<file path="config.mk">
export PLATFORM = sky130hd
export DESIGN_NAME = rqdf_framer
export DESIGN_NICKNAME = d
export VERILOG_FILES = /design/src/core/rqdf_framer.v
export VERILOG_INCLUDE_DIRS = /design/src /design/src/core
export SDC_FILE = /design/constraint.sdc
export NUM_CORES = 1
export LEC_CHECK = 0
export ABC_AREA = 1
export BUFFER_PORTS_ARGS = -buffer_cell sky130_fd_sc_hd__buf_2
export CAP_MARGIN = 15
export CORE_MARGIN = 2
export CORE_UTILIZATION = 45
export DETAILED_ROUTE_END_ITERATION = 10
export PLACE_DENSITY = 0.76
export SLEW_MARGIN = 20
export SYNTH_ARGS = -nofsm -noshare
export SYNTH_HDL_FRONTEND = slang
export SYNTH_SLANG_ARGS = --single-unit
</file>
<file path="constraint.sdc">
create_clock -name clk -period 3.4 [get_ports clk]
set_clock_uncertainty 0.15 [all_clocks]
set_input_delay 0 -clock clk [delete_from_list [all_inputs] [get_ports clk]]
set_output_delay 0 -clock clk [all_outputs]
set_load 0.01 [all_outputs]
</file>
<file path="src/core/rqdf_consts.vh">
// descriptor field positions, request-type codes and status codes
`ifndef RQDF_CONSTS_VH
`define RQDF_CONSTS_VH
`define RQDF_DESC_W 128
`define RQDF_SNOOP_LAT_HI 15
`define RQDF_SNOOP_LAT_LO 0
`define RQDF_NOSNP_LAT_HI 31
`define RQDF_NOSNP_LAT_LO 16
`define RQDF_OBFF_HI 35
`define RQDF_OBFF_LO 32
`define RQDF_DWCNT_HI 74
`define RQDF_DWCNT_LO 64
`define RQDF_REQTYPE_HI 78
`define RQDF_REQTYPE_LO 75
`define RQDF_POISON_BIT 79
`define RQDF_FUNC_HI 87
`define RQDF_FUNC_LO 80
`define RQDF_LFUNC_HI 84
`define RQDF_LFUNC_LO 82
`define RQDF_DEV_HI 87
`define RQDF_DEV_LO 83
`define RQDF_BUS_HI 95
`define RQDF_BUS_LO 88
`define RQDF_TAG_HI 103
`define RQDF_TAG_LO 96
`define RQDF_CPLID_HI 119
`define RQDF_CPLID_LO 104
`define RQDF_RIDOVR_BIT 120
`define RQDF_TC_HI 123
`define RQDF_TC_LO 121
`define RQDF_ATTR_HI 126
`define RQDF_ATTR_LO 124
`define RQDF_ECRC_BIT 127
// request type encodings
`define RQDF_RT_MRD 4'h0
`define RQDF_RT_MWR 4'h1
`define RQDF_RT_IORD 4'h2
`define RQDF_RT_IOWR 4'h3
`define RQDF_RT_FADD 4'h4
`define RQDF_RT_SWAP 4'h5
`define RQDF_RT_CAS 4'h6
`define RQDF_RT_LRD 4'h7
`define RQDF_RT_CFGRD0 4'h8
`define RQDF_RT_CFGRD1 4'h9
`define RQDF_RT_CFGWR0 4'hA
`define RQDF_RT_CFGWR1 4'hB
`define RQDF_RT_MSG 4'hC
`define RQDF_RT_MSGVD 4'hD
`define RQDF_RT_MSGATS 4'hE
`define RQDF_RT_RSVD 4'hF
// hint codes
`define RQDF_OBFF_ACTIVE 4'hF
`define RQDF_OBFF_MEMPATH 4'h1
`define RQDF_OBFF_IDLE 4'h0
// status register layout
`define RQDF_ST_BUSY_BIT 0
`define RQDF_ST_UNSUP_BIT 1
`define RQDF_ST_BADOBFF_BIT 2
// control and captured-id layout
`define RQDF_CTRL_ROOT_BIT 0
`define RQDF_CTRL_ARI_BIT 1
`define RQDF_CTRL_CTAG_BIT 2
`define RQDF_CTRL_ATTR_HI 6
`define RQDF_CTRL_ATTR_LO 4
`define RQDF_CAP_BUS_HI 15
`define RQDF_CAP_BUS_LO 8
`define RQDF_CAP_DEV_HI 7
`define RQDF_CAP_DEV_LO 3
// register byte addresses
`define RQDF_A_CTRL 4'h0
`define RQDF_A_CAPID 4'h4
`define RQDF_A_STAT 4'h8
`define RQDF_A_COUNT 4'hC
// reset values and response codes
`define RQDF_CTRL_RST 32'h00000007
`define RQDF_AXI_OKAY 2'h0
`define RQDF_AXI_SLVERR 2'h2
`endif

</file>
<file path="src/core/rqdf_framer.v">
// request descriptor decoder: builds the outgoing request header fields
//
// The address map and the AXI4-Lite interface to the registers were left to the implementer.
`include "rqdf_consts.vh"
`default_nettype none
module rqdf_framer #(
	parameter DATA_W = 64,
	parameter TAG_W = 8
) (
	// clock and reset
	input wire clk,
	input wire rst,
	// descriptor stream from client
	input wire [DATA_W-1:0] desc_tdata,
	input wire desc_tvalid,
	input wire desc_tlast,
	output wire desc_tready,
	// decoded header towards link layer
	output reg hdr_valid,
	input wire hdr_ready,
	output reg [3:0] hdr_req_type,
	output reg hdr_posted,
	output reg hdr_poison,
	output reg [15:0] hdr_requester_id,
	output reg [7:0] hdr_tag,
	output reg [15:0] hdr_completer_id,
	output reg [2:0] hdr_tc,
	output reg [2:0] hdr_attr,
	output reg hdr_ecrc,
	output reg [10:0] hdr_dword_count,
	output reg [15:0] hdr_snoop_latency,
	output reg [15:0] hdr_nosnoop_latency,
	output reg [3:0] hdr_obff_code,
	// internal tag allocator
	input wire [TAG_W-1:0] alloc_tag,
	output wire alloc_take,
	// axi4-lite slave
	input wire [3:0] s_axi_awaddr,
	input wire s_axi_awvalid,
	output wire s_axi_awready,
	input wire [31:0] s_axi_wdata,
	input wire [3:0] s_axi_wstrb,
	input wire s_axi_wvalid,
	output wire s_axi_wready,
	output reg [1:0] s_axi_bresp,
	output reg s_axi_bvalid,
	input wire s_axi_bready,
	input wire [3:0] s_axi_araddr,
	input wire s_axi_arvalid,
	output wire s_axi_arready,
	output reg [31:0] s_axi_rdata,
	output reg [1:0] s_axi_rresp,
	output reg s_axi_rvalid,
	input wire s_axi_rready
);
	// wide buses carry the whole descriptor in their low bits
	localparam SLICE_W = (DATA_W > `RQDF_DESC_W) ? `RQDF_DESC_W : DATA_W;
	localparam BEATS = `RQDF_DESC_W / SLICE_W;
	localparam S_COLLECT = 1'b0;
	localparam S_OUT = 1'b1;

	// ctrl: 0 endpoint(0)/root(1), 1 ari, 2 client tag, 3 reserved, 6:4 attr enable (ns, ro, ido)
	reg [31:0] ctrl_reg;
	reg [15:0] capid_reg;
	reg unsup_reg;
	reg badobff_reg;
	reg [15:0] sent_count_reg;
	reg [15:0] drop_count_reg;
	reg state_reg;
	reg [`RQDF_DESC_W-1:0] desc_reg;
	reg [1:0] beat_reg;
	reg tail_reg;

	wire is_root = ctrl_reg[`RQDF_CTRL_ROOT_BIT];
	wire ari_on = ctrl_reg[`RQDF_CTRL_ARI_BIT];
	wire client_tag = ctrl_reg[`RQDF_CTRL_CTAG_BIT];
	wire [2:0] attr_en = ctrl_reg[`RQDF_CTRL_ATTR_HI:`RQDF_CTRL_ATTR_LO];

	// descriptor capture, one, two or four beats
	wire beat_fire = desc_tvalid && desc_tready;
	assign desc_tready = (state_reg == S_COLLECT);
	wire [`RQDF_DESC_W-1:0] desc_full;
	genvar gi;
	generate
		for (gi = 0; gi < BEATS; gi = gi + 1) begin : g_beat
			assign desc_full[gi*SLICE_W +: SLICE_W] = (gi == BEATS - 1) ? desc_tdata[SLICE_W-1:0] :
				desc_reg[gi*SLICE_W +: SLICE_W];
		end
	endgenerate
	wire desc_done = beat_fire && !tail_reg && (beat_reg == BEATS - 1);

	// field decode
	wire [3:0] rtype = desc_full[`RQDF_REQTYPE_HI:`RQDF_REQTYPE_LO];
	reg posted;
	reg defined;
	reg is_cfgwr;
	always @* begin
		posted = 1'b0;
		defined = 1'b1;
		is_cfgwr = 1'b0;
		case (rtype)
			`RQDF_RT_MWR, `RQDF_RT_MSG, `RQDF_RT_MSGVD, `RQDF_RT_MSGATS: posted = 1'b1;
			`RQDF_RT_CFGWR0, `RQDF_RT_CFGWR1: is_cfgwr = 1'b1;
			`RQDF_RT_RSVD: defined = 1'b0;
			default: posted = 1'b0;
		endcase
	end

	wire [7:0] d_bus = desc_full[`RQDF_BUS_HI:`RQDF_BUS_LO];
	wire [4:0] d_dev = desc_full[`RQDF_DEV_HI:`RQDF_DEV_LO];
	wire [7:0] d_func8 = desc_full[`RQDF_FUNC_HI:`RQDF_FUNC_LO];
	wire [2:0] d_func3 = desc_full[`RQDF_LFUNC_HI:`RQDF_LFUNC_LO];
	wire use_supplied = is_root || desc_full[`RQDF_RIDOVR_BIT];
	wire [7:0] rid_bus = use_supplied ? d_bus : capid_reg[`RQDF_CAP_BUS_HI:`RQDF_CAP_BUS_LO];
	wire [4:0] rid_dev = use_supplied ? d_dev : capid_reg[`RQDF_CAP_DEV_HI:`RQDF_CAP_DEV_LO];
	wire [15:0] rid = ari_on ? {rid_bus, d_func8} : {rid_bus, rid_dev, d_func3};
	wire [7:0] tag_sel = (posted || client_tag) ? desc_full[`RQDF_TAG_HI:`RQDF_TAG_LO] : alloc_tag[7:0];
	wire [3:0] obff = desc_full[`RQDF_OBFF_HI:`RQDF_OBFF_LO];
	wire obff_ok = (obff == `RQDF_OBFF_ACTIVE) || (obff == `RQDF_OBFF_MEMPATH) || (obff == `RQDF_OBFF_IDLE);
	wire is_msg = (rtype == `RQDF_RT_MSG);

	assign alloc_take = desc_done && defined && !posted && !client_tag;

	// axi4-lite: write taken when both address and data present and no write response is pending
	wire wr_fire = s_axi_awvalid && s_axi_wvalid && !s_axi_bvalid;
	assign s_axi_awready = wr_fire;
	assign s_axi_wready = wr_fire;
	wire rd_fire = s_axi_arvalid && !s_axi_rvalid;
	assign s_axi_arready = rd_fire;

	always @(posedge clk) begin
		if (rst) begin
			state_reg <= S_COLLECT;
			desc_reg <= {`RQDF_DESC_W{1'b0}};
			beat_reg <= 2'h0;
			tail_reg <= 1'b0;
			hdr_valid <= 1'b0;
			hdr_req_type <= 4'h0;
			hdr_posted <= 1'b0;
			hdr_poison <= 1'b0;
			hdr_requester_id <= 16'h0000;
			hdr_tag <= 8'h00;
			hdr_completer_id <= 16'h0000;
			hdr_tc <= 3'h0;
			hdr_attr <= 3'h0;
			hdr_ecrc <= 1'b0;
			hdr_dword_count <= 11'h000;
			hdr_snoop_latency <= 16'h0000;
			hdr_nosnoop_latency <= 16'h0000;
			hdr_obff_code <= 4'h0;
			unsup_reg <= 1'b0;
			badobff_reg <= 1'b0;
			sent_count_reg <= 16'h0000;
			drop_count_reg <= 16'h0000;
		end else begin
			if (beat_fire) begin
				if (desc_tlast) begin
					beat_reg <= 2'h0;
					tail_reg <= 1'b0;
				end else if (beat_reg == BEATS - 1 || tail_reg) begin
					// payload beats pass by this decoder
					tail_reg <= 1'b1;
				end else begin
					beat_reg <= beat_reg + 2'h1;
				end
				if (!tail_reg)
					desc_reg[beat_reg*SLICE_W +: SLICE_W] <= desc_tdata[SLICE_W-1:0];
			end
			if (desc_done) begin
				if (!defined) begin
					unsup_reg <= 1'b1;
					drop_count_reg <= drop_count_reg + 16'h0001;
				end else begin
					state_reg <= S_OUT;
					hdr_valid <= 1'b1;
					hdr_req_type <= rtype;
					hdr_posted <= posted;
					hdr_poison <= desc_full[`RQDF_POISON_BIT] && !is_cfgwr;
					hdr_requester_id <= rid;
					hdr_tag <= tag_sel;
					hdr_completer_id <= desc_full[`RQDF_CPLID_HI:`RQDF_CPLID_LO];
					hdr_tc <= desc_full[`RQDF_TC_HI:`RQDF_TC_LO];
					hdr_attr <= desc_full[`RQDF_ATTR_HI:`RQDF_ATTR_LO] & attr_en;
					hdr_ecrc <= desc_full[`RQDF_ECRC_BIT];
					hdr_dword_count <= desc_full[`RQDF_DWCNT_HI:`RQDF_DWCNT_LO];
					hdr_snoop_latency <= is_msg ? desc_full[`RQDF_SNOOP_LAT_HI:`RQDF_SNOOP_LAT_LO] : 16'h0000;
					hdr_nosnoop_latency <= is_msg ? desc_full[`RQDF_NOSNP_LAT_HI:`RQDF_NOSNP_LAT_LO] : 16'h0000;
					hdr_obff_code <= is_msg ? obff : 4'h0;
					if (is_msg && !obff_ok)
						badobff_reg <= 1'b1;
				end
			end
			if (state_reg == S_OUT && hdr_ready) begin
				state_reg <= S_COLLECT;
				hdr_valid <= 1'b0;
				sent_count_reg <= sent_count_reg + 16'h0001;
			end
			if (wr_fire && s_axi_awaddr == `RQDF_A_STAT && s_axi_wstrb[0]) begin
				// write one to clear; a same-cycle event wins
				if (s_axi_wdata[`RQDF_ST_UNSUP_BIT] && !(desc_done && !defined))
					unsup_reg <= 1'b0;
				if (s_axi_wdata[`RQDF_ST_BADOBFF_BIT] && !(desc_done && defined && is_msg && !obff_ok))
					badobff_reg <= 1'b0;
			end
		end
	end

	integer bi;
	always @(posedge clk) begin
		if (rst) begin
			ctrl_reg <= `RQDF_CTRL_RST;
			capid_reg <= 16'h0000;
			s_axi_bvalid <= 1'b0;
			s_axi_bresp <= `RQDF_AXI_OKAY;
			s_axi_rvalid <= 1'b0;
			s_axi_rresp <= `RQDF_AXI_OKAY;
			s_axi_rdata <= 32'h00000000;
		end else begin
			if (s_axi_bvalid && s_axi_bready)
				s_axi_bvalid <= 1'b0;
			if (wr_fire) begin
				s_axi_bvalid <= 1'b1;
				s_axi_bresp <= `RQDF_AXI_OKAY;
				case (s_axi_awaddr)
					`RQDF_A_CTRL: begin
						for (bi = 0; bi < 4; bi = bi + 1)
							if (s_axi_wstrb[bi])
								ctrl_reg[bi*8 +: 8] <= s_axi_wdata[bi*8 +: 8];
					end
					`RQDF_A_CAPID: begin
						for (bi = 0; bi < 2; bi = bi + 1)
							if (s_axi_wstrb[bi])
								capid_reg[bi*8 +: 8] <= s_axi_wdata[bi*8 +: 8];
					end
					`RQDF_A_STAT, `RQDF_A_COUNT: s_axi_bresp <= `RQDF_AXI_OKAY;
					default: s_axi_bresp <= `RQDF_AXI_SLVERR;
				endcase
			end
			if (s_axi_rvalid && s_axi_rready)
				s_axi_rvalid <= 1'b0;
			if (rd_fire) begin
				s_axi_rvalid <= 1'b1;
				s_axi_rresp <= `RQDF_AXI_OKAY;
				case (s_axi_araddr)
					`RQDF_A_CTRL: s_axi_rdata <= ctrl_reg;
					`RQDF_A_CAPID: s_axi_rdata <= {16'h0000, capid_reg};
					`RQDF_A_STAT: s_axi_rdata <= {29'h0, badobff_reg, unsup_reg, state_reg};
					`RQDF_A_COUNT: s_axi_rdata <= {drop_count_reg, sent_count_reg};
					default: begin
						s_axi_rdata <= 32'h00000000;
						s_axi_rresp <= `RQDF_AXI_SLVERR;
					end
				endcase
			end
		end
	end
endmodule
`default_nettype wire

</file>
# After elaboration in Yosys (flattened, before gate mapping)

Index checks and enable logic that the tools add are counted.

Bits in registers: 352
Input bits: 126
Logic and storage cells: 147

Add/subtract/negate cells: 4
Equal/unequal tests: 17
Shift-type cells: 2
Muxes and demuxes: 31
Bitwise logic cells: 4
Reductions and logical operators: 57

Operators with widths:

| operator                                                | count |
|---|---|
| bitwise mux 128 bit                                     | 1 |
| case mux 32 bit (4 select lines)                        | 1 |
| variable shift 64 x 34 -> 128 bit, first input constant | 1 |
| indexed part select 64 x 34 -> 128 bit                  | 1 |
| equality test 4 bit, second input constant              | 11 |
| negation 8 -> 34 bit                                    | 1 |
| adder 16 x 1 -> 16 bit, second input constant           | 2 |
| 2-to-1 mux 16 bit                                       | 2 |
| 2-to-1 mux 8 bit                                        | 3 |
| logical AND 1 bit                                       | 21 |
| 2-to-1 mux 1 bit                                        | 18 |
| AND reduction 3 bit                                     | 6 |
| logical NOT 4 bit                                       | 3 |
| OR reduction 4 bit                                      | 3 |
| AND reduction 2 bit                                     | 5 |
| logical NOT 1 bit                                       | 9 |
| equality test 4 x 1 -> 1 bit, second input constant     | 2 |
| equality test 4 x 3 -> 1 bit, second input constant     | 2 |
| 2-to-1 mux 2 bit                                        | 4 |
| nonzero test 2 bit                                      | 3 |
| logical OR 1 bit                                        | 5 |
| 2-to-1 mux 5 bit                                        | 1 |
| 2-to-1 mux 4 bit                                        | 1 |
| OR reduction 2 bit                                      | 2 |
| 5 further kinds                                         | 7 |

# Depth between registers and ports, before layout

Depth after elaboration: 11
Gate-level depth with buffers: 9
Mapped depth without buffers: 9

# Worst setup path after synthesis

OpenSTA, ideal clock, no wires.

Path type: register -> register
Start point: reg beat_reg[0]
End point: reg desc_reg[0]
Setup time: 0.128 ns
Data arrival time: 1.436 ns
Required time: 3.122 ns
Slack: 1.686 ns
Cell stages (with the launch flop): 8
Path buffers: 1
Period minus slack after synthesis: 1.714 ns
Path through: dfxtp_1 > inv_1 > ha_1 > nand3b_1 > clkbuf_1 > nor3_1 > a21oi_1 > nor2_1

Longest elaborated chain between the ends: 3

RTL lines:

| element                                                                                            | RTL line          | RTL |
|---|---|---|
| start, declared                                                                                    | rqdf_framer.v:71  | `reg [1:0] beat_reg;` |
| start signal, assigned                                                                             | rqdf_framer.v:164 | `beat_reg <= beat_reg + 2'h1;` |
| negation 8 -> 34 bit (*)                                                                           | rqdf_framer.v:167 | `desc_reg[beat_reg*SLICE_W +: SLICE_W] <= desc_tdata[SLICE_W-1:0];` |
| indexed part select 64 x 34 -> 128 bit / variable shift 64 x 34 -> 128 bit (equally long branches) | rqdf_framer.v:167 |  |
| bitwise mux 128 bit (*)                                                                            | rqdf_framer.v:167 |  |
| end signal, assigned                                                                               | rqdf_framer.v:134 | `` desc_reg <= {`RQDF_DESC_W{1'b0}}; `` |
| end signal, assigned by index                                                                      | rqdf_framer.v:167 |  |
| end, declared                                                                                      | rqdf_framer.v:70  | `` reg [`RQDF_DESC_W-1:0] desc_reg; `` |

Mark *: on every way between the ends. The rest lies on a longest branch, timed or not.
A chain may end at the register's enable or synchronous reset.

==> PnR_summary.wiki <==
{| class="wikitable"
! Metric !! Value
|-
| Vias in the first global route || 11300
|-
| Cell area after synthesis || 0.0108 sq mm
|-
| Global route overflow || 0
|-
| Maximum clock frequency || 335 MHz
|-
| Vert. Die Dim || 159 um
|-
| R2R setup slack || 430 ps
|-
| Number of different library cells in the post-synthesis netlist || 29
|-
| Leading post-synthesis cells by cell area || dfxtp_1 48%, nor2_1 10%, nand2_1 9.0%, o21ai_0 6.9%, a21oi_1 6.2%
|-
| # clock sinks || 258
|-
| Number of cells in the design after placement || 2036
|-
| Max Cap Violations || 0
|-
| Area enclosed by the die boundary || 0.0253 sq mm
|-
| Inserted Diodes || 0
|-
| Transition time at the pin with the least slew margin || 1120 ps
|-
| DR vias/cell || 5.12
|-
| Final min period || 2980 ps
|-
| Start-to-end type of the worst setup path || in2reg
|-
| Commonest cells after routing, fill and taps aside || 288 x nor2_1, 266 x buf_2, 260 x nand2_1
|-
| Starting utilization of the core area || 0.461
|-
| End-of-flow core utilization || 0.630
|-
| Horizontal die dimension || 159 um
|-
| Estimated wirelength of the detail-placed design || 22.0 mm
|-
| Clock buffers created by TritonCTS || 27
|-
| Critical path's slowest cell || clkinv_2
|-
| Launching element type of the critical path || input port
|-
| Worst hold margin || 60.7 ps
|-
| Layout Area Growth over Synthesis || 36.9%
|-
| Endpoint of the worst hold-timing path || s_axi_bresp[1]
|-
| Post-route standard cell area excluding fillers || 0.0148 sq mm
|-
| Number of hold violations in the final report || 0
|-
| Starting DRC count in detailed routing || 874
|-
| Capture point of the worst reg-to-reg path || ctrl_reg[26]
|-
| Post-cts hold buffer count || 171
|-
| Register bit count reported by yosys || 258
|-
| Status || finished clean
|-
| Worst Setup End Kind || register
|-
| Number of slew-limit violations in the final report || 0
|-
| Cell taking the most area after synthesis || dfxtp_1
|-
| Clock transition at the registers of the reported paths || 60 ps
|-
| Antenna-violating nets left || 0
|-
| Worst-path cell chain || dlygate4sd3_1, buf_4, clkinv_2, o21ai_0, dlygate4sd3_1, nor2_1, dlygate4sd3_1
|-
| Number of design rule violations left after detail routing || 0
|-
| Area of the core region || 0.0235 sq mm
|-
| Commonest non-fill, non-tap cell in the layout || nor2_1
|-
| Launch instance of the worst min-delay path || s_axi_awvalid
|-
| Aggregate negative setup slack || 0 ps
|-
| Root buffer cell || clkbuf_16
|-
| Standard-cell row count || 56
|-
| Worst Hold Class || in2reg
|-
| Share of Yosys cell area claimed by the top area cell type || 0.476
|-
| Total power density per cell area || 468 mW/mm^2
|-
| Leakage component of the power || 6.62 nW
|-
| Final setup vio count || 0
|-
| Maximum number of pins on one net before global-route repair || 90
|-
| Critical Path Max Stage Delay || 810 ps
|-
| Count of mapped cells out of synthesis || 1516
|-
| Flip-flop count of the largest register after layout || 36
|-
| Latest clock arrival within the worst-skew pair || 540 ps
|-
| Synthesized area per cell || 7.15 sq um
|-
| Top cell by count, worst path || dlygate4sd3_1
|-
| Layout cell share with drive strength beyond 1 || 0.185
|-
| Maximum fanout encountered on the critical timing path || 68
|-
| Global-route wire length before repair || 56.4 mm
|-
| Total number of vias || 11500
|-
| Post-synth EDFFs || 0
|-
| First-pass detailed-route iteration total || 5
|-
| Placer Congestion || 0.881
|-
| Worst reg2reg path startpoint || s_axi_bvalid
|-
| Final Non-Filler Cells || 2256
|-
| Placement Cell Area || 0.0123 sq mm
|-
| Share of async-settable or async-resettable flops after synthesis || 0
|-
| CTS max path bufs || 3
|-
| Worst r2r path cells || 7
|-
| Cell count of the worst hold path || 4
|-
| Max_slew headroom || 0.253
|-
| Global Route Usage Sum || 0.267
|-
| Clock tree from TritonCTS || yes
|-
| Peak supply drop || 0.333 mV
|-
| Final Cycle Share || 0.878
|-
| Count of input and output buffers || 267
|-
| Required time at the endpoint of the critical path || 3670 ps
|-
| Final nets || 2048
|-
| Predominant post-synthesis flop cell || dfxtp_1
|-
| CTS H-tree depth || 1
|-
| Number of post-CTS setup repair buffers || 0
|-
| Number of warnings issued by yosys || 0
|-
| CP Data Arrival Time || 3250 ps
|-
| Fraction of the yosys area taken by sequential cells || 0.476
|-
| WL per Instance || 15.6 um
|-
| Resized cells post-CTS || 0
|-
| Final WL || 35.1 mm
|-
| Initial antenna violation count || 0
|-
| Setup repair after global routing missed its margin || false
|-
| Io pins || 270
|}
-- cells in the mapped netlist, types with 8 or more instances --
library cell  number
nor2_1           289
nand2_1          260
dfxtp_1          258
o21ai_0          149
a21oi_1          135
inv_1            124
nand3_1          100
nor3_1            42
clkbuf_1          37
buf_2             26
o21ai_1           20
buf_6             12
nand4_1           11
a21oi_2            8
-- per-stage QoR --
step                power [mW]  worst slack, ps
floorplan                 3.66             1690
global route              7.21              317
global placement          3.89             1170
detailed placement        3.90             1170
finish                    6.95              416
CTS                       6.96              437
-- cell type report --
class	count	area (sq um)
Fill cell	1991	8700
Tap cell	319	399
Clock inverter	7	88.8
Sequential cell	258	5160
Clock buffer	42	792
Inverter	129	485
Multi-Input combinational cell	1048	4750
Timing Repair Buffer	453	3160
-- routing by layer --
layer,vias to the layer above,GRT usage,share of wire
met5,-,0,0
met4,0,0.0868,0.027
met3,75,0.0570,0.080
met2,471,0.473,0.48
met1,5307,0.323,0.41
li1,5690,-,-
-- how the worst max path moves through the flow --
stage                 from             end  slack, ps  depth (start not counted)
2_1_floorplan  beat_reg[0]     desc_reg[0]       1690                          7
3_3_place_gp           rst  s_axi_rresp[1]       1170                          5
3_5_place_dp           rst    capid_reg[4]       1170                          5
4_1_cts                rst    ctrl_reg[26]        440                          7
5_1_grt                rst    ctrl_reg[30]        320                          7
6_report               rst    ctrl_reg[26]        420                          7
-- worst max-delay path: cells and delay by family --
kind | cells | cell delay [ps]
AO/OA/AOI/OAI | 1 | 290
buffers and inverters | 5 | 2890
AND/OR/NAND/NOR | 1 | 50
-- power breakdown --
group | internal, mW | leakage, nW | switching (mW)
registers | 3.12 | 2.09 | 0.0590
logic | 0.336 | 4.10 | 0.482
clock network | 1.75 | 0.435 | 1.20
total | 5.21 | 6.62 | 1.74
-- cell families after synthesis --
family | count (synthesis) | share of synthesized area
AO/OA/AOI/OAI | 313 | 0.147
AND/OR/NAND/NOR | 728 | 0.284
buffers and inverters | 211 | 0.0861
other | 1 | 0.000346
adder cells (fa/ha/maj) | 5 | 0.00577
flip-flops | 258 | 0.476
No activity file was read; power rests on OpenSTA's default activity.
